==> src/rtl/level_ctrl_defs.vh <==
/*
 holds the register offsets, field positions, reset values and timing counts of the playback level control bank.
 assumes inclusion by bare name from the design files of that bank.
*/
`ifndef LEVEL_CTRL_DEFS_VH
`define LEVEL_CTRL_DEFS_VH
// byte offsets on the bus
`define OFS_SOURCE_CFG 8'h02
`define OFS_RAMP_MUTE_SLOT 8'h03
`define OFS_PLAYBACK_LEVEL 8'h04
`define OFS_OUTPUT_STAGE 8'h06
`define OFS_LEVEL_LSB 8'h13
`define OFS_RAMP_STATUS 8'h20
// reset values
`define RST_SOURCE_CFG 8'h04
`define RST_RAMP_MUTE_SLOT 8'h80
`define RST_PLAYBACK_LEVEL 8'hCF
`define RST_OUTPUT_STAGE 8'h55
`define RST_LEVEL_LSB 8'h00
`define RST_SWITCH_MULTIPLE 5'h10
`define RST_GAIN_CODE 2'h1
// field positions
`define BIT_CHANNEL_SOURCE 6
`define BIT_LEVEL_STEP_SPEED 6
`define BIT_MUTE 4
`define SLOT_MSB 2
`define SLOT_LSB 0
`define BIT_DOUBLE_SPEED 3
`define RATE_MSB 6
`define RATE_LSB 4
`define GAIN_MSB 3
`define GAIN_LSB 2
`define BIT_LEVEL_LSB 0
// timing and level constants
`define SLOW_STEP_FRAMES 4'h8
`define MUTE_FLOOR 9'h008
`define LEVEL_BOTTOM 9'h000
`endif

==> src/rtl/frame_edge_sync.v <==
/*
 holds a two-flop synchroniser for the frame clock pin and a rising-edge pulse.
 assumes the frame clock is far slower than mclk.
*/
`timescale 1ns/100ps
module frame_edge_sync (
   // clock and reset
   input wire mclk,
   input wire reset_n,
   // frame clock pin and its edge
   input wire frameClk,
   output reg frameTick
);
   reg meta_r;
   reg sync_r;
   reg last_r;
   // two flops, then edge detect on the second only
   always @(posedge mclk or negedge reset_n) begin
      if (!reset_n) begin
         meta_r <= 1'b0;
         sync_r <= 1'b0;
         last_r <= 1'b0;
         frameTick <= 1'b0;
      end else begin
         meta_r <= frameClk;
         sync_r <= meta_r;
         last_r <= sync_r;
         frameTick <= sync_r & ~last_r;
      end
   end
endmodule // frame_edge_sync

==> src/rtl/volume_mute_gain_control.v <==
/*
 holds the ramp, mute, slot, volume, switching rate and gain register bank with a classic wishbone slave.
 assumes a 50 MHz mclk, a frame clock pin from outside, and the bus device id as a static input.
*/
// Design decision made here: the Wishbone interface to the registers.
`timescale 1ns/100ps
`include "level_ctrl_defs.vh"
module volume_mute_gain_control #(
   parameter SLOT_W = 3
) (
   // clock and reset
   input wire mclk,
   input wire reset_n,
   // wishbone slave
   input wire wbCyc,
   input wire wbStb,
   input wire wbWe,
   input wire [7:0] wbAdr,
   input wire [3:0] wbSel,
   input wire [31:0] wbDatI,
   output reg [31:0] wbDatO,
   output reg wbAck,
   // audio side
   input wire frameClk,
   input wire [SLOT_W-1:0] busDeviceId,
   // controls to the datapath
   output reg [8:0] appliedLevel,
   output reg outputMuted,
   output reg idleAudio,
   output reg [SLOT_W-1:0] playSlot,
   output reg [4:0] switchMultiple,
   output reg [1:0] gainCode
);
   reg [7:0] sourceCfg_r;
   reg [7:0] rampMuteSlot_r;
   reg [7:0] playbackLevel_r;
   reg [7:0] outputStage_r;
   reg [7:0] levelLsb_r;
   reg [8:0] current_r;
   reg [8:0] current_nxt;
   reg [3:0] frameCnt_r;
   reg [3:0] frameCnt_nxt;
   reg [1:0] state_r;
   reg [1:0] state_nxt;
   reg [7:0] rdData;
   reg [SLOT_W-1:0] idMeta_r;
   reg [SLOT_W-1:0] idSync_r;
   wire frameTick;
   wire [8:0] target;
   wire stepNow;
   wire access;
   localparam ST_PLAY = 2'h0;
   localparam ST_RAMP_DOWN = 2'h1;
   localparam ST_IDLE = 2'h2;
   localparam ST_RAMP_UP = 2'h3;

   // single-speed multiple per rate code; halved at double speed
   function [4:0] multipleOf;
      input [2:0] code;
      input dbl;
      reg [4:0] m;
      begin
         case (code)
            3'h0: m = 5'h06;
            3'h1: m = 5'h08;
            3'h2: m = 5'h0A;
            3'h3: m = 5'h0C;
            3'h4: m = 5'h0E;
            3'h5: m = 5'h10;
            3'h6: m = 5'h14;
            default: m = 5'h18;
         endcase
         multipleOf = dbl ? {1'b0, m[4:1]} : m;
      end
   endfunction

   frame_edge_sync uSync (
      .mclk(mclk),
      .reset_n(reset_n),
      .frameClk(frameClk),
      .frameTick(frameTick)
   );

   // nine-bit programmed level, upper bits from the level register
   assign target = {playbackLevel_r, levelLsb_r[`BIT_LEVEL_LSB]};
   assign access = wbCyc & wbStb & ~wbAck;

   // step pacing: every frame or every eighth frame
   assign stepNow = frameTick & (rampMuteSlot_r[`BIT_LEVEL_STEP_SPEED] ||
                    frameCnt_r == `SLOW_STEP_FRAMES - 4'h1);

   // ramp state machine
   always @* begin
      state_nxt = state_r;
      current_nxt = current_r;
      frameCnt_nxt = frameCnt_r;
      if (frameTick) begin
         frameCnt_nxt = stepNow ? 4'h0 : frameCnt_r + 4'h1;
      end
      case (state_r)
         ST_PLAY: begin
            current_nxt = target;
            if (rampMuteSlot_r[`BIT_MUTE]) begin
               state_nxt = ST_RAMP_DOWN;
               frameCnt_nxt = 4'h0;
            end
         end
         ST_RAMP_DOWN: begin
            if (!rampMuteSlot_r[`BIT_MUTE]) begin
               state_nxt = ST_RAMP_UP;
            end else if (current_r == `LEVEL_BOTTOM) begin
               state_nxt = ST_IDLE;
            end else if (stepNow) begin
               current_nxt = current_r - 9'h001;
            end
         end
         ST_IDLE: begin
            if (!rampMuteSlot_r[`BIT_MUTE]) begin
               state_nxt = ST_RAMP_UP;
               frameCnt_nxt = 4'h0;
            end
         end
         default: begin
            if (rampMuteSlot_r[`BIT_MUTE]) begin
               state_nxt = ST_RAMP_DOWN;
            end else if (current_r >= target) begin
               state_nxt = ST_PLAY;
               current_nxt = target;
            end else if (stepNow) begin
               current_nxt = current_r + 9'h001;
            end
         end
      endcase
   end

   // read mux
   always @* begin
      if (wbAdr == `OFS_SOURCE_CFG) begin
         rdData = sourceCfg_r;
      end else if (wbAdr == `OFS_RAMP_MUTE_SLOT) begin
         rdData = rampMuteSlot_r;
      end else if (wbAdr == `OFS_PLAYBACK_LEVEL) begin
         rdData = playbackLevel_r;
      end else if (wbAdr == `OFS_OUTPUT_STAGE) begin
         rdData = outputStage_r;
      end else if (wbAdr == `OFS_LEVEL_LSB) begin
         rdData = levelLsb_r;
      end else if (wbAdr == `OFS_RAMP_STATUS) begin
         rdData = {5'h00, state_r == ST_IDLE, current_r[8], current_r == target};
      end else begin
         rdData = 8'h00;
      end
   end

   // bus registers, ack one cycle after the strobe
   always @(posedge mclk or negedge reset_n) begin
      if (!reset_n) begin
         sourceCfg_r <= `RST_SOURCE_CFG;
         rampMuteSlot_r <= `RST_RAMP_MUTE_SLOT;
         playbackLevel_r <= `RST_PLAYBACK_LEVEL;
         outputStage_r <= `RST_OUTPUT_STAGE;
         levelLsb_r <= `RST_LEVEL_LSB;
         wbAck <= 1'b0;
         wbDatO <= 32'h00000000;
      end else begin
         wbAck <= access;
         if (access && !wbWe) begin
            wbDatO <= {24'h000000, rdData};
         end
         // reserved bits stored as written; software keeps their values
         if (access && wbWe && wbSel[0]) begin
            if (wbAdr == `OFS_SOURCE_CFG) begin
               sourceCfg_r <= wbDatI[7:0];
            end else if (wbAdr == `OFS_RAMP_MUTE_SLOT) begin
               rampMuteSlot_r <= wbDatI[7:0];
            end else if (wbAdr == `OFS_PLAYBACK_LEVEL) begin
               playbackLevel_r <= wbDatI[7:0];
            end else if (wbAdr == `OFS_OUTPUT_STAGE) begin
               outputStage_r <= wbDatI[7:0];
            end else if (wbAdr == `OFS_LEVEL_LSB) begin
               levelLsb_r <= wbDatI[7:0];
            end
         end
      end
   end

   // device id pins pass two flops before the slot choice reads them
   always @(posedge mclk or negedge reset_n) begin
      if (!reset_n) begin
         idMeta_r <= {SLOT_W{1'b0}};
         idSync_r <= {SLOT_W{1'b0}};
      end else begin
         idMeta_r <= busDeviceId;
         idSync_r <= idMeta_r;
      end
   end

   // ramp state and outputs
   always @(posedge mclk or negedge reset_n) begin
      if (!reset_n) begin
         state_r <= ST_PLAY;
         current_r <= {`RST_PLAYBACK_LEVEL, 1'b0};
         frameCnt_r <= 4'h0;
         appliedLevel <= {`RST_PLAYBACK_LEVEL, 1'b0};
         outputMuted <= 1'b0;
         idleAudio <= 1'b0;
         playSlot <= {SLOT_W{1'b0}};
         switchMultiple <= `RST_SWITCH_MULTIPLE;
         gainCode <= `RST_GAIN_CODE;
      end else begin
         state_r <= state_nxt;
         current_r <= current_nxt;
         frameCnt_r <= frameCnt_nxt;
         appliedLevel <= current_nxt;
         outputMuted <= current_nxt < `MUTE_FLOOR;
         idleAudio <= state_nxt == ST_IDLE;
         playSlot <= sourceCfg_r[`BIT_CHANNEL_SOURCE] ?
                     rampMuteSlot_r[`SLOT_MSB:`SLOT_LSB] : idSync_r;
         switchMultiple <= multipleOf(outputStage_r[`RATE_MSB:`RATE_LSB],
                                      sourceCfg_r[`BIT_DOUBLE_SPEED]);
         gainCode <= outputStage_r[`GAIN_MSB:`GAIN_LSB];
      end
   end
endmodule // volume_mute_gain_control

==> config.mk <==
export PLATFORM = sky130hd
export DESIGN_NAME = volume_mute_gain_control
export DESIGN_NICKNAME = d
export VERILOG_FILES = /design/src/rtl/frame_edge_sync.v /design/src/rtl/volume_mute_gain_control.v
export VERILOG_INCLUDE_DIRS = /design/src /design/src/rtl
export SDC_FILE = /design/constraint.sdc
export NUM_CORES = 1
export LEC_CHECK = 0
export ABC_AREA = 1
export BUFFER_PORTS_ARGS = -buffer_cell sky130_fd_sc_hd__buf_2
export CAP_MARGIN = 20
export CORE_MARGIN = 5
export CORE_UTILIZATION = 30
export DETAILED_ROUTE_END_ITERATION = 6
export PLACE_DENSITY = 0.54
export SLEW_MARGIN = 0
export SYNTH_ARGS = -nofsm -noshare
export SYNTH_HDL_FRONTEND = slang
export SYNTH_SLANG_ARGS = --single-unit
export TNS_END_PERCENT = 20
==> constraint.sdc <==
create_clock -name mclk -period 2.1 [get_ports mclk]
set_clock_uncertainty 0.15 [all_clocks]
set_input_delay 0 -clock mclk [delete_from_list [all_inputs] [get_ports mclk]]
set_output_delay 0 -clock mclk [all_outputs]
set_load 0.03 [all_outputs]
Word level (Yosys, flattened, before mapping)
Cells that the tools add are included.

Register bits: 86. Input port bits: 53. Word-level logic and storage cells: 94.

$add $sub $neg: 3. Order comparisons: 2. Eq/ne operators: 17. Multiplexer cells: 28. Bitwise logic cells: 10. Reductions and logical operators: 13.

Operators with widths (count): $mux W9 (6); $mux W8 (5); $pmux W5 S7 (1); $pmux W9 S3 (1); $eq A8 B2 Y1 const B (2); $eq A8 B3 Y1 const B (2); $mux W4 (4); $mux W2 (6); $add A9 B1 Y9 const B (1); $eq A3 B3 Y1 const B (3); $eq A9 B9 Y1 (1); $ge A9 B9 Y1 (1); $logic_not A9 Y1 (1); $lt A9 B4 Y1 const B (1); $sub A9 B1 Y9 const B (1); $eq A8 B5 Y1 const B (1); $eq A8 B6 Y1 const B (1); $pmux W4 S2 (1); $eq A3 B2 Y1 const B (2); $mux W3 (2); $not A1 Y1 (6); $pmux W2 S3 (1); $reduce_and A6 Y1 (1); $mux W5 (1); other kinds (15) (21).

Logic depth before layout (Yosys ltp)
Gate-level depths: netlist of the first run.

Depth after elaboration: 8. Mapped depth: 17. Depth with buffers taken out: 17.

By module
From an unflattened synthesis of the first run, not the netlist that was laid out.

Cells, all modules: 632. Area, all modules: 4931.0 um^2.

By module, submodules not included: volume_mute_gain_control (instances 1, cells an instance 626, area each 4820.9 um^2); frame_edge_sync (instances 1, cells an instance 6, area each 110.1 um^2).

Worst setup path after synthesis of the first run
OpenSTA, ideal clock, no wires.

Path type: reg-to-reg. Start: register current_r[8]. End: register outputMuted. Library setup time: 0.069 ns. Arrival time: 2.020 ns. Path slack: -0.139 ns. Cell stages (with the launch flop): 14. Clock period less this slack: 2.239 ns. Cells stage by stage: dfstp_2 -> ha_1 -> a21oi_1 -> nand2_1 -> nor2_2 -> nand2_2 -> buf_4 -> nand2_1 -> nand3_1 -> nand2_1 -> inv_1 -> nor2_1 -> nand2_1 -> nor2_2.

Word-level cells in the longest chain between the ends: 6. Elaborated cells on any way between the ends: 12.

RTL lines: start: declaration (line volume_mute_gain_control.v:39) `reg [8:0] current_r;`; start signal: assignment (line volume_mute_gain_control.v:202) `` current_r <= {`RST_PLAYBACK_LEVEL, 1'b0}; ``; start signal: assignment (line volume_mute_gain_control.v:212) `current_r <= current_nxt;`; $add A9 B1 Y9 or $sub A9 B1 Y9 (tied branches) (line volume_mute_gain_control.v:130, volume_mute_gain_control.v:114); $mux W9 (on tied branches) (line volume_mute_gain_control.v:129, volume_mute_gain_control.v:113); $mux W9 (on tied branches) (line volume_mute_gain_control.v:126, volume_mute_gain_control.v:111); $mux W9 (on tied branches) (line volume_mute_gain_control.v:124, volume_mute_gain_control.v:109); $pmux W9 S3 (*) (line volume_mute_gain_control.v:100) `case (state_r)`; $lt A9 B4 Y1 (no line) (*); end signal: assignment (line volume_mute_gain_control.v:215) `` outputMuted <= current_nxt < `MUTE_FLOOR; ``; end: declaration (line volume_mute_gain_control.v:28) `output reg outputMuted,`.

Every way passes the cells marked *; elsewhere a longest branch is shown, timed or not. A chain may end at the register's enable or synchronous reset.

Final worst setup path of the first run
Start: register playbackLevel_r[7]. End: register current_r[1].

Word-level cells in the longest chain between the ends: 4.

RTL lines: start: declaration (line volume_mute_gain_control.v:36) `reg [7:0] playbackLevel_r;`; start signal: assignment (line volume_mute_gain_control.v:160) `` playbackLevel_r <= `RST_PLAYBACK_LEVEL; ``; start signal: assignment (line volume_mute_gain_control.v:177) `playbackLevel_r <= wbDatI[7:0];`; $ge A9 B9 Y1 (line volume_mute_gain_control.v:126) `end else if (current_r >= target) begin`; $mux W9 (line volume_mute_gain_control.v:126); $mux W9 (line volume_mute_gain_control.v:124) `` if (rampMuteSlot_r[`BIT_MUTE]) begin ``; $pmux W9 S3 (line volume_mute_gain_control.v:100).

Every way passes these cells.

==> results of run 1 <==
==> area by class of cell <==
class / count / area (µm²) / share of cell area [%]
Clock buffer: 9 / 225.2 / 3.518
Clock inverter: 7 / 95.09 / 1.485
Inverter: 70 / 267.8 / 4.182
Multi-Input combinational cell: 430 / 2429 / 37.93
Sequential cell: 86 / 2178 / 34.02
Tap cell: 216 / 270.3 / 4.221
Timing Repair Buffer: 131 / 937.1 / 14.64
==> sequential cells by signal, summed over array words and instances, names as in the netlist, 4 cells and up <==
name,count
sourceCfg_r,8
playbackLevel_r,8
rampMuteSlot_r,8
levelLsb_r,8
outputStage_r,8
frameCnt_r,4
current_r,9
switchMultiple,5
wbDatO,8
==> synth_stat cells, types with 2 or more instances <==
master                        n  area (µm²)
sky130_fd_sc_hd__nor3_1       3       15.01
sky130_fd_sc_hd__ha_1        12       150.1
sky130_fd_sc_hd__dfrtp_1     66        1652
sky130_fd_sc_hd__o2111ai_1    3       26.28
sky130_fd_sc_hd__inv_2        6       22.52
sky130_fd_sc_hd__mux2_2       3       33.78
sky130_fd_sc_hd__o21ai_0     34       170.2
sky130_fd_sc_hd__nor2_2      14       87.58
sky130_fd_sc_hd__clkbuf_1     5       18.77
sky130_fd_sc_hd__xor2_1       6       52.55
sky130_fd_sc_hd__nor2_4       3       33.78
sky130_fd_sc_hd__nor4_1       2       12.51
sky130_fd_sc_hd__nand3_1     25       125.1
sky130_fd_sc_hd__inv_1       62       232.7
sky130_fd_sc_hd__nand2_2     14       87.58
sky130_fd_sc_hd__clkinv_1     2       7.510
sky130_fd_sc_hd__a31oi_1      2       12.51
sky130_fd_sc_hd__a221oi_1    11       96.34
sky130_fd_sc_hd__buf_2        4       20.02
sky130_fd_sc_hd__nor2_1      46       172.7
sky130_fd_sc_hd__a21oi_1     26       130.1
sky130_fd_sc_hd__nand4_1      4       25.02
sky130_fd_sc_hd__o22ai_1      2       12.51
sky130_fd_sc_hd__nand2_1    145       544.3
sky130_fd_sc_hd__dfstp_2     20       525.5
sky130_fd_sc_hd__nand3_2      5       50.05
sky130_fd_sc_hd__o21ai_1     31       155.2
sky130_fd_sc_hd__buf_4       29       217.7
sky130_fd_sc_hd__o31ai_1      2       15.01
==> worst reg2reg max path, stage by stage (launching register included) <==
cell and delay, ns:
sky130_fd_sc_hd__dfstp_2 0.56, sky130_fd_sc_hd__inv_4 0.05, sky130_fd_sc_hd__ha_4 0.27, sky130_fd_sc_hd__nand4_1 0.18, sky130_fd_sc_hd__nor2_4 0.20, sky130_fd_sc_hd__nor2_4 0.06, sky130_fd_sc_hd__nand2_4 0.12, sky130_fd_sc_hd__buf_4 0.15
sky130_fd_sc_hd__o31ai_2 0.05, sky130_fd_sc_hd__buf_4 0.14, sky130_fd_sc_hd__nand2_1 0.09, sky130_fd_sc_hd__o2111ai_2 0.13
==> worst min path at each step <==
| stage | cells past startpoint | slack (ns) | endpoint |
|---|---|---|---|
| 2_1_floorplan | 0 | -0.45 | current_r[0]$_DFFE_PN0P_ |
| 3_3_place_gp | 1 | -0.09 | switchMultiple[1]$_DFF_PN0_ |
| 3_5_place_dp | 1 | -0.08 | switchMultiple[3]$_DFF_PN0_ |
| 4_1_cts | 4 | 0.09 | wbDatO[6]$_DFFE_PN0P_ |
| 5_1_grt | 4 | 0.12 | wbDatO[6]$_DFFE_PN0P_ |
| 6_report | 2 | 0.08 | switchMultiple[3]$_DFF_PN0_ |
==> timing repair <==
| item | 4_1_cts | 5_1_grt |
|---|---|---|
| setup endpoints to repair | 10 | 21 |
| pin swaps | 15 | 18 |
| gates resized for setup | 21 | 30 |
| setup buffers | 3 | 3 |
| hold endpoints to repair | 98 | 0 |
| hold buffers | 21 | 0 |
==> cell families (layout without fill, tap and decap cells) <==
logic type	count (synthesis)	in the layout	synth area share, %
and+or+nand+nor	269	269	25.67
other	1	24	0.07709
DFF	86	86	44.75
muxes	3	3	0.6944
AOI/OAI and AO/OA	116	116	13.55
xor gates and xnor gates	6	6	1.080
adders and majority gates	12	12	3.086
buffers and inverters	109	217	11.09
==> power by group through the flow <==
| stage | sequential (mW) | combinational, mW | clock [mW] |
|---|---|---|---|
| after CTS | 1.99 | 2.61 | 1.75 |
| after detailed placement | 2.01 | 2.43 | 0 |
| after global placement | 2.01 | 2.39 | 0 |
| after floorplan | 2.20 | 1.38 | 0 |
| after global routing | 2.01 | 3.08 | 1.83 |
| final | 1.99 | 2.80 | 1.71 |
==> layer usage <==
layer	vias to the layer above	global-route usage, %
met5	-	0
met4	0	3.991
met3	17	2.703
met2	153	24.22
met1	2088	19.37
li1	2169	-
==> metrics by stage <==
stage          cell area (µm²)  util, %  TNS (ns)  hold WS, ns  instances
6_report                  6402    40.30   -0.8395      0.08015        949
5_1_grt                   6402    40.30    -1.904       0.1231        949
4_1_cts                   6272    39.48   -0.6504      0.09323        946
3_5_place_dp              5648    35.55    -1.172     -0.07802        906
3_3_place_gp              5648    35.55   -0.7047     -0.08884        906
2_1_floorplan             5000        -   -0.3428      -0.4456        625
==> Implementation_results.wiki, run 1 <==
{| class="wikitable"
! Metric !! Value
|-
| Number of top-level design ports || 107
|-
| Number of detailed-route iterations in the first pass || 5
|-
| Most common cell after layout, fill and taps aside || sky130_fd_sc_hd__nand2_1
|-
| First-iteration detailed-routing DRC count || 333
|-
| Transition time at the pin with the least slew margin || between 0.6 and 0.7 ns
|-
| Leakage power figure || around 3.0 nW
|-
| MaxCap Viol Count || 0
|-
| Power dissipated by switching net loads || between 2 and 2.5 mW
|-
| CP peak stage delay || 0.56 ns
|-
| Max transition margin || 57.57%
|-
| Data required time at the worst endpoint || 2.19 ns
|-
| Number of unique standard cell types used by synthesis || 44
|-
| Sequential fraction of the synthesis area || around 45%
|-
| Max-slew violation total from the final report || 0
|-
| Outcome || complete, but fails checks
|-
| Number of stages on the worst setup path || 11
|-
| Antenna violations before repair || 0
|-
| Chain of cells forming the critical path || inv_4, ha_4, nand4_1, nor2_4, nor2_4, nand2_4, buf_4, o31ai_2, buf_4, nand2_1, o2111ai_2
|-
| Crit. Startpoint || playbackLevel_r[7]$_DFFE_PN1P_
|-
| Via count of the first global-routing pass || 4347
|-
| H-tree levels || 3
|-
| Routed wl met3 || 799 µm
|-
| Routed metal-1 wire length || roughly 6000 µm
|-
| Vias || 4427
|-
| Tot GR Track Use || between 10% and 20%
|-
| Power consumption || 6.495 mW
|-
| Detailed Route WL || 13280 µm
|-
| Total CTS buffers || 9
|-
| Placer Congestion || between 0.8 and 0.9
|-
| Worst setup slack after layout || -0.1557 ns
|-
| Wire length on met2 || 6423 µm
|-
| Area growth from synthesis to layout || 31.61%
|-
| Unrepaired setup endpoints after global routing || true
|-
| Critical path arrival || 2.35 ns
|-
| Proportion of total power due to net switching || 38.19%
|-
| Die Width || 137.3 µm
|-
| Power share of the sequential group || 30.6%
|-
| Final hold vios || 0
|-
| Largest driver fanout on the critical path || 7
|-
| Cell at the root of the clock tree || sky130_fd_sc_hd__clkbuf_16
|-
| Number of clock sinks || 86
|-
| Number of buffer and inverter instances along the worst setup path || 3
|-
| R2R Setup Slk || -0.16 ns
|-
| Comb power frac || 43.1%
|-
| Commonest register cell after synthesis || sky130_fd_sc_hd__dfrtp_1
|-
| Global-route wire length before repair || 21790 µm
|-
| Worst setup path endpoint || current_r[1]$_DFFE_PN1P_
|-
| Half-perimeter wire length of the detailed placement result || 9932 µm
|-
| Total of endpoints with negative setup slack in the final report || 9
|-
| Worst Setup End Kind || flip-flop
|-
| Die area || 18860 µm²
|-
| Peak VDD IR || 405.3 µV
|-
| Power Internal || 4.014 mW
|-
| Placeable core area || 15890 µm²
|-
| Depth of the worst register-to-register path || 11
|-
| Most used cells in the layout excluding fill and tap cells || 132 x sky130_fd_sc_hd__nand2_1, 65 x sky130_fd_sc_hd__dfrtp_1, 54 x sky130_fd_sc_hd__inv_1, 54 x sky130_fd_sc_hd__buf_2, 51 x sky130_fd_sc_hd__buf_4
|-
| Die height || 137.3 µm
|-
| Average cell area after synthesis || 8.081 µm²
|-
| Avg Vias per Cell || between 4 and 5
|-
| Share of post-route cells with drive strength above 1 || 32.47%
|-
| Max Buffers Root-to-Sink || 2
|-
| Starting Density || 30.62%
|-
| Violated checks || negative setup slack
|-
| Share of power burned in the clock network || 26.3%
|-
| Share of flip-flops with an asynchronous set or reset || 100.0%
|-
| TritonCTS clock tree || built
|-
| Count of state elements after synthesis || 86
|-
| Latest clock arrival within the worst-skew pair || 0.33 ns
|-
| Yosys warnings || 0
|-
| Final period utilization || 107.4%
|-
| # fillers || 1629
|-
| Class of the tightest hold or removal check || primary input to asynchronous set/reset pin
|-
| Destination of the worst register-to-register timing path || current_r[1]$_DFFE_PN1P_
|-
| Final antenna diode count || 0
|-
| Reg clk slew, reported paths || 0.06 ns
|-
| Minimum setup slack after placement || -0.2063 ns
|-
| Post-DRT Antenna Nets || 0
|-
| Placement row count || 46
|-
| # DRC || 0
|-
| Count of input and output buffers || 55
|-
| Reg2Reg Launch Point || playbackLevel_r[7]$_DFFE_PN1P_
|-
| Family with the most delay on the worst path || simple AND/OR/NAND/NOR gates
|-
| Class of the most critical setup path || flip-flop to flip-flop
|-
| Maximum number of pins on one net before global-route repair || 49
|-
| Slowest cell on the critical path || sky130_fd_sc_hd__dfstp_2
|-
| Synth Instances || around 600
|-
| Power per Cell Area || about 1000 nW/µm²
|-
| Clock period minus worst slack || about 2.3 ns
|-
| Achievable clock frequency || approximately 440 MHz
|-
| Net count reported at finish || 793
|-
| Uppermost metal layer occupied by signal nets || met4
|-
| GR Overflow Total || 0
|-
| Number of synthesized flops with an enable pin || 0
|-
| Summed instance area of the synthesized netlist || 4865 µm²
|-
| Crit start category || flip-flop
|-
| Per-cell routed wire length || roughly 14 µm
|}
Power figures use the tool's default switching activity.
==> run 2, diff against run 1 <==
- CTS_BUF_LIST: unset -> sky130_fd_sc_hd__clkbuf_8
==> Implementation_results.wiki, run 2 (synthesized netlist as in run 1, its figures left out) <==
{| class="wikitable"
! Metric !! Value
|-
| Tot GR Track Use || 14.58% (+0.044 points)
|-
| Global-route wire length before repair || 21810 µm (about the same)
|-
| Final hold vios || 0 (unchanged)
|-
| Final antenna diode count || 0 (unchanged)
|-
| Worst setup slack after layout || -0.1446 ns (+0.01104 ns)
|-
| Comb power frac || 46.1% (+3.0 points)
|-
| Count of input and output buffers || 55 (unchanged)
|-
| Total CTS buffers || 9 (unchanged)
|-
| Worst Setup End Kind || flip-flop
|-
| Max transition margin || 56.88% (-0.69 points)
|-
| Peak VDD IR || 447.5 µV (+10%)
|-
| Post-detailed-placement cell area || 5648 µm² (unchanged)
|-
| Achievable clock frequency || 445.5 MHz (+0.49%)
|-
| Avg Vias per Cell || 4.670 (+0.11%)
|-
| Via count of the first global-routing pass || 4360 (+0.30%)
|-
| Critical path arrival || 2.35 ns (about the same)
|-
| Class of the most critical setup path || flip-flop to flip-flop
|-
| Most used cells in the layout excluding fill and tap cells || 133 x sky130_fd_sc_hd__nand2_1, 65 x sky130_fd_sc_hd__dfrtp_1, 54 x sky130_fd_sc_hd__inv_1, 54 x sky130_fd_sc_hd__buf_2, 51 x sky130_fd_sc_hd__buf_4
|-
| Post-DRT Antenna Nets || 0 (unchanged)
|-
| First-iteration detailed-routing DRC count || 315 (-5.4%)
|-
| Crit start category || flip-flop
|-
| Vias || 4432 (+0.11%)
|-
| Placeable core area || 15890 µm² (unchanged)
|-
| Share of post-route cells with drive strength above 1 || 32.33% (-0.14 points)
|-
| Half-perimeter wire length of the detailed placement result || 9932 µm (unchanged)
|-
| Post-Place Cells || 906 (unchanged)
|-
| Number of flip-flops under the largest register name || 9 (unchanged)
|-
| Share of power burned in the clock network || 21.3% (-5.0 points)
|-
| Number of top-level design ports || 107 (unchanged)
|-
| Leakage power figure || 2.968 nW (-1.6%)
|-
| Chain of cells forming the critical path || inv_4, ha_4, nand4_1, nor2_4, nor2_4, buf_4, buf_4, nand3_2, nand3_2, nand2_2, nand2_2, inv_2, nor2_2, nand2_1, nor2_2
|-
| Antenna violations before repair || 0 (unchanged)
|-
| Proportion of total power due to net switching || 40.17% (+2.0 points)
|-
| Placement row count || 46 (unchanged)
|-
| Net count reported at finish || 793 (unchanged)
|-
| Max Buffers Root-to-Sink || 2 (unchanged)
|-
| Power share of the sequential group || 32.6% (+2.0 points)
|-
| CP peak stage delay || 0.57 ns (about the same)
|-
| Die area || 18860 µm² (unchanged)
|-
| Placer Congestion || 0.8643 (unchanged)
|-
| Class of the tightest hold or removal check || primary input to asynchronous set/reset pin
|-
| H-tree levels || 3 (unchanged)
|-
| Most common cell after layout, fill and taps aside || sky130_fd_sc_hd__nand2_1
|-
| Reg clk slew, reported paths || 0.08 ns (+0.02 ns)
|-
| Starting Density || 30.62% (unchanged)
|-
| Slowest cell on the critical path || sky130_fd_sc_hd__dfstp_2
|-
| Total of endpoints with negative setup slack in the final report || 9 (unchanged)
|-
| # DRC || 0 (unchanged)
|-
| Latest clock arrival within the worst-skew pair || 0.36 ns (+0.03 ns)
|-
| Number of clock sinks || 86 (unchanged)
|-
| Die height || 137.3 µm (unchanged)
|-
| Largest driver fanout on the critical path || 3 (-4)
|-
| Family with the most delay on the worst path || simple AND/OR/NAND/NOR gates
|-
| Outcome || complete, but fails checks
|-
| Transition time at the pin with the least slew margin || 0.6468 ns (+0.01029 ns)
|-
| Maximum number of pins on one net before global-route repair || 49 (unchanged)
|-
| Data required time at the worst endpoint || 2.21 ns (+0.02 ns)
|-
| Power consumption || 6.085 mW (-6.3%)
|-
| Per-cell routed wire length || 13.99 µm (about the same)
|-
| Number of detailed-route iterations in the first pass || 5 (unchanged)
|-
| Crit. Startpoint || playbackLevel_r[7]$_DFFE_PN1P_
|-
| Power per Cell Area || 966.1 nW/µm² (-4.8%)
|-
| Detailed Route WL || 13280 µm (about the same)
|-
| Reg2Reg Launch Point || playbackLevel_r[7]$_DFFE_PN1P_
|-
| Final period utilization || 106.9% (-0.53 points)
|-
| TritonCTS clock tree || built
|-
| Total Neg Setup Slack || -0.7380 ns (+0.1015 ns)
|-
| MaxCap Viol Count || 0 (unchanged)
|-
| Number of cells in the finished layout apart from fillers || 949 (unchanged)
|-
| GR Overflow Total || 0 (unchanged)
|-
| Final core utilization || 39.65% (-0.65 points)
|-
| Clock period minus worst slack || 2.245 ns (-0.01104 ns)
|-
| Die Width || 137.3 µm (unchanged)
|-
| Area growth from synthesis to layout || 29.48%
|-
| Unrepaired setup endpoints after global routing || true
|-
| Max-slew violation total from the final report || 0 (unchanged)
|-
| Number of buffer and inverter instances along the worst setup path || 4 (+1)
|-
| Most flop-heavy register || current_r
|-
| Power Internal || 3.640 mW (-9.3%)
|-
| Violated checks || negative setup slack
|-
| Cell at the root of the clock tree || sky130_fd_sc_hd__clkbuf_8
|-
| Power dissipated by switching net loads || 2.444 mW (-1.5%)
|-
| Post-route standard cell area excluding fillers || 6299 µm² (-1.6%)
|}
[run 2: power by group through the flow]
| stage | combinational, mW | sequential, mW | clock (mW) |
|---|---|---|---|
| finish | 2.81 | 1.99 | 1.29 |
| global route | 3.08 | 2.01 | 1.41 |
| CTS | 2.61 | 1.99 | 1.32 |
| detailed placement | 2.43 | 2.01 | 0 |
| global placement | 2.39 | 2.01 | 0 |
| floorplan | 1.38 | 2.20 | 0 |
[run 2: metrics by stage]
step	setup slack (ns)	hold slack, ns
3_3_place_gp	-0.1466	-0.08884
3_5_place_dp	-0.2063	-0.07802
2_1_floorplan	-0.07901	-0.4456
4_1_cts	-0.1554	0.06134
5_1_grt	-0.2700	0.08472
6_report	-0.1446	0.05742
[run 2: per-layer routing]
metal  wire [µm]  track usage [%]
met3         792            2.301
met2        6392            24.44
met1        5877            19.34
met4         216            4.545
met5           0                0
[run 2: final cells by class]
class | instances | area (µm²)
clock buffers | 9 | 123.9
clock inverters | 7 | 95.09
fillers | 1638 | 9587
inverters | 70 | 267.8
multi-input cells | 430 | 2426
flip-flops and latches | 86 | 2178
well taps | 216 | 270.3
repair buffers | 131 | 937.1
[run 2: what timing repair did]
| action | 4_1_cts | 5_1_grt |
|---|---|---|
| gates resized for setup | 21 | 29 |
| endpoints found under the hold margin | 126 | 0 |
| hold buffers | 21 | 0 |
| setup endpoints to repair | 10 | 20 |
| pin swaps | 15 | 18 |
| setup buffers | 3 | 3 |
[run 2: final timing paths]
| kind | slack, ns | to | depth (start not counted) |
|---|---|---|---|
| worst max-delay path | -0.14 | outputMuted$_DFF_PN0_ | 15 |
| worst max register to register | -0.14 | outputMuted$_DFF_PN0_ | 15 |
| max in group asynchronous | 1.06 | gainCode[0]$_DFF_PN1_ | 3 |
| min in group mclk | 0.07 | wbDatO[5]$_DFFE_PN0P_ | 4 |
| worst min register to register | 0.20 | idSync_r[2]$_DFF_PN0_ | 0 |
| worst min-delay path | 0.06 | switchMultiple[3]$_DFF_PN0_ | 2 |
==> run 3, diff against run 2 <==
--- a/config.mk
+++ b/config.mk
@@ -15,2 +15,3 @@
 export DETAILED_ROUTE_END_ITERATION = 6
+export MAX_ROUTING_LAYER = met4
 export PLACE_DENSITY = 0.54
--- a/constraint.sdc
+++ b/constraint.sdc
@@ -4,2 +4,2 @@
 set_output_delay 0 -clock mclk [all_outputs]
-set_load 0.03 [all_outputs]
+set_load 0.05 [all_outputs]
==> Implementation_results.wiki, run 3 (synthesized netlist as in run 1, its figures left out) <==
{| class="wikitable"
! Metric !! Value
|-
| Outcome || complete, but fails checks
|-
| Violated checks || negative setup slack
|-
| Latest clock arrival within the worst-skew pair || 0.35 ns (about the same)
|-
| Peak VDD IR || 414.3 µV (-7.4%)
|-
| GR Overflow Total || 0 (unchanged)
|-
| TritonCTS clock tree || built
|-
| Max Buffers Root-to-Sink || 2 (unchanged)
|-
| Worst Setup End Kind || flip-flop
|-
| Placeable core area || 15890 µm² (unchanged)
|-
| Placement row count || 46 (unchanged)
|-
| Via count of the first global-routing pass || 4339 (-0.48%)
|-
| Unrepaired setup endpoints after global routing || true
|-
| Crit start category || flip-flop
|-
| Cell at the root of the clock tree || sky130_fd_sc_hd__clkbuf_8
|-
| Most flop-heavy register || current_r
|-
| Power per Cell Area || 1001 nW/µm² (+3.7%)
|-
| Class of the tightest hold or removal check || primary input to asynchronous set/reset pin
|-
| Power consumption || 6.391 mW (+5.0%)
|-
| Placer Congestion || 0.9447 (+9.3%)
|-
| Class of the most critical setup path || flip-flop to flip-flop
|-
| H-tree levels || 3 (unchanged)
|-
| Number of top-level design ports || 107 (unchanged)
|-
| Worst setup slack after layout || -0.09725 ns (+0.04739 ns)
|-
| MaxCap Viol Count || 0 (unchanged)
|-
| # DRC || 0 (unchanged)
|-
| First-iteration detailed-routing DRC count || 231 (-27%)
|-
| Final hold slack || 0.08106 ns (+0.02364 ns)
|-
| Starting Density || 30.62% (unchanged)
|-
| Maximum number of pins on one net before global-route repair || 66 (+35%)
|-
| Number of flip-flops under the largest register name || 9 (unchanged)
|-
| Most used cells in the layout excluding fill and tap cells || 137 x sky130_fd_sc_hd__nand2_1, 63 x sky130_fd_sc_hd__dfrtp_1, 55 x sky130_fd_sc_hd__inv_1, 54 x sky130_fd_sc_hd__buf_2, 53 x sky130_fd_sc_hd__buf_4
|-
| Post-DRT Antenna Nets || 0 (unchanged)
|-
| Per-cell routed wire length || 13.99 µm (about the same)
|-
| Reg clk slew, reported paths || 0.08 ns (about the same)
|-
| Post-Place Cells || 905 (-0.11%)
|-
| Total CTS buffers || 9 (unchanged)
|-
| Max-slew violation total from the final report || 0 (unchanged)
|-
| Die Width || 137.3 µm (unchanged)
|-
| Die area || 18860 µm² (unchanged)
|-
| Detailed Route WL || 13340 µm (+0.43%)
|-
| Critical path arrival || 2.30 ns (-0.05 ns)
|-
| Leakage power figure || 3.000 nW (+1.1%)
|-
| Count of input and output buffers || 55 (unchanged)
|-
| Clock period minus worst slack || 2.197 ns (-0.04739 ns)
|-
| Antenna violations before repair || 0 (unchanged)
|-
| Number of cells in the finished layout apart from fillers || 953 (+0.42%)
|-
| Largest driver fanout on the critical path || 2 (-1)
|-
| Number of clock sinks || 86 (unchanged)
|-
| Global-route wire length before repair || 22120 µm (+1.4%)
|-
| Final period utilization || 104.6% (-2.3 points)
|-
| Final hold vios || 0 (unchanged)
|-
| Share of post-route cells with drive strength above 1 || 31.89% (-0.45 points)
|-
| Die height || 137.3 µm (unchanged)
|-
| Achievable clock frequency || 455.1 MHz (+2.2%)
|-
| Vias || 4420 (-0.27%)
|-
| Net count reported at finish || 797 (+0.50%)
|-
| Max transition margin || 60.57% (+3.7 points)
|-
| Number of detailed-route iterations in the first pass || 5 (unchanged)
|-
| Total Neg Setup Slack || -0.2621 ns (+0.4758 ns)
|-
| Final antenna diode count || 0 (unchanged)
|-
| Total of endpoints with negative setup slack in the final report || 5 (-4)
|-
| Most common cell after layout, fill and taps aside || sky130_fd_sc_hd__nand2_1
|-
| Area growth from synthesis to layout || 31.20%
|-
| Transition time at the pin with the least slew margin || 0.5895 ns (-0.05728 ns)
|-
| Tot GR Track Use || 15.10% (+0.52 points)
|-
| Avg Vias per Cell || 4.638 (-0.69%)
|-
| Half-perimeter wire length of the detailed placement result || 9898 µm (-0.34%)
|-
| Data required time at the worst endpoint || 2.20 ns (about the same)
|}
[run 3: cell types whose count changed in the layout (fill, tap and decap cells not counted), moves of 4 or more]
| cell | previous run | this run |
|---|---|---|
| sky130_fd_sc_hd__dfstp_2 | 20 | 16 |
| sky130_fd_sc_hd__dfstp_4 | 0 | 4 |
| sky130_fd_sc_hd__nand2_1 | 133 | 137 |
| sky130_fd_sc_hd__nand2_2 | 24 | 18 |
[run 3: worst paths after layout]
path	slack, ns	startpoint	endpoint	depth (start not counted)
max	-0.1	playbackLevel_r[3]$_DFFE_PN1P_	outputMuted$_DFF_PN0_	17
min	0.08	reset_n	switchMultiple[4]$_DFF_PN1_	2
max reg2reg	-0.1	playbackLevel_r[3]$_DFFE_PN1P_	outputMuted$_DFF_PN0_	17
min reg2reg	0.21	idMeta_r[0]$_DFF_PN0_	idSync_r[0]$_DFF_PN0_	0
max in group asynchronous	0.66	reset_n	current_r[6]$_DFF_PN0_	3
min in group mclk	0.10	wbAdr[6]	wbDatO[7]$_DFFE_PN0P_	8
[run 3: repair_timing]
action	4_1_cts	5_1_grt
cloned	0	0
resized for setup	16	29
endpoints found under the setup margin	8	13
endpoints found under the hold margin	127	0
pin swaps	16	20
hold buffers	22	0
setup buffers	5	5
[run 3: area by class of cell]
class                      count  area, µm²
fill                        1629       9503
sequential                    86       2196
clock inverter                 7      120.1
tap                          216      270.3
multi-input combinational    430       2445
clock buffer                   9      123.9
timing repair buffer         135      964.7
inverter                      70      262.8
[run 3: critical path: stages (launching register included)]
cell and delay [ns]:
sky130_fd_sc_hd__dfstp_2 0.54, sky130_fd_sc_hd__inv_2 0.05, sky130_fd_sc_hd__ha_4 0.27, sky130_fd_sc_hd__nand2_4 0.05, sky130_fd_sc_hd__nor2_4 0.11, sky130_fd_sc_hd__nand2_2 0.07, sky130_fd_sc_hd__nor2_4 0.11, sky130_fd_sc_hd__nor2_4 0.06
sky130_fd_sc_hd__buf_4 0.12, sky130_fd_sc_hd__buf_4 0.12, sky130_fd_sc_hd__nand3_2 0.06, sky130_fd_sc_hd__nand3_2 0.06, sky130_fd_sc_hd__nand2_2 0.06, sky130_fd_sc_hd__nand2_2 0.05, sky130_fd_sc_hd__inv_2 0.07, sky130_fd_sc_hd__nor2_2 0.04
sky130_fd_sc_hd__nand2_1 0.07, sky130_fd_sc_hd__nor2_2 0.04
[run 3: per-layer routing]
metal  track usage [%]  routed length (µm)  vias up
met2             24.09                6558      137
met5                 -                   0        -
li1                  -                   -     2180
met3             2.411                 669        8
met1             20.10                6012     2095
met4             3.991                  95        0
[run 3: report_power, final]
part / switching [mW] / internal, mW
registers: 0.154 / 1.86
clock network: 0.603 / 0.798
logic: 1.85 / 1.13
total: 2.60 / 3.79
[run 3: metrics by stage]
stage,cell area [µm²],util (%),worst slack [ns]
detailed placement,5670,35.70,-0.1630
global placement,5670,35.70,-0.1257
CTS,6223,39.18,-0.1313
floorplan,5030,-,-0.1055
global route,6382,40.18,-0.2228
finish,6382,40.18,-0.09725
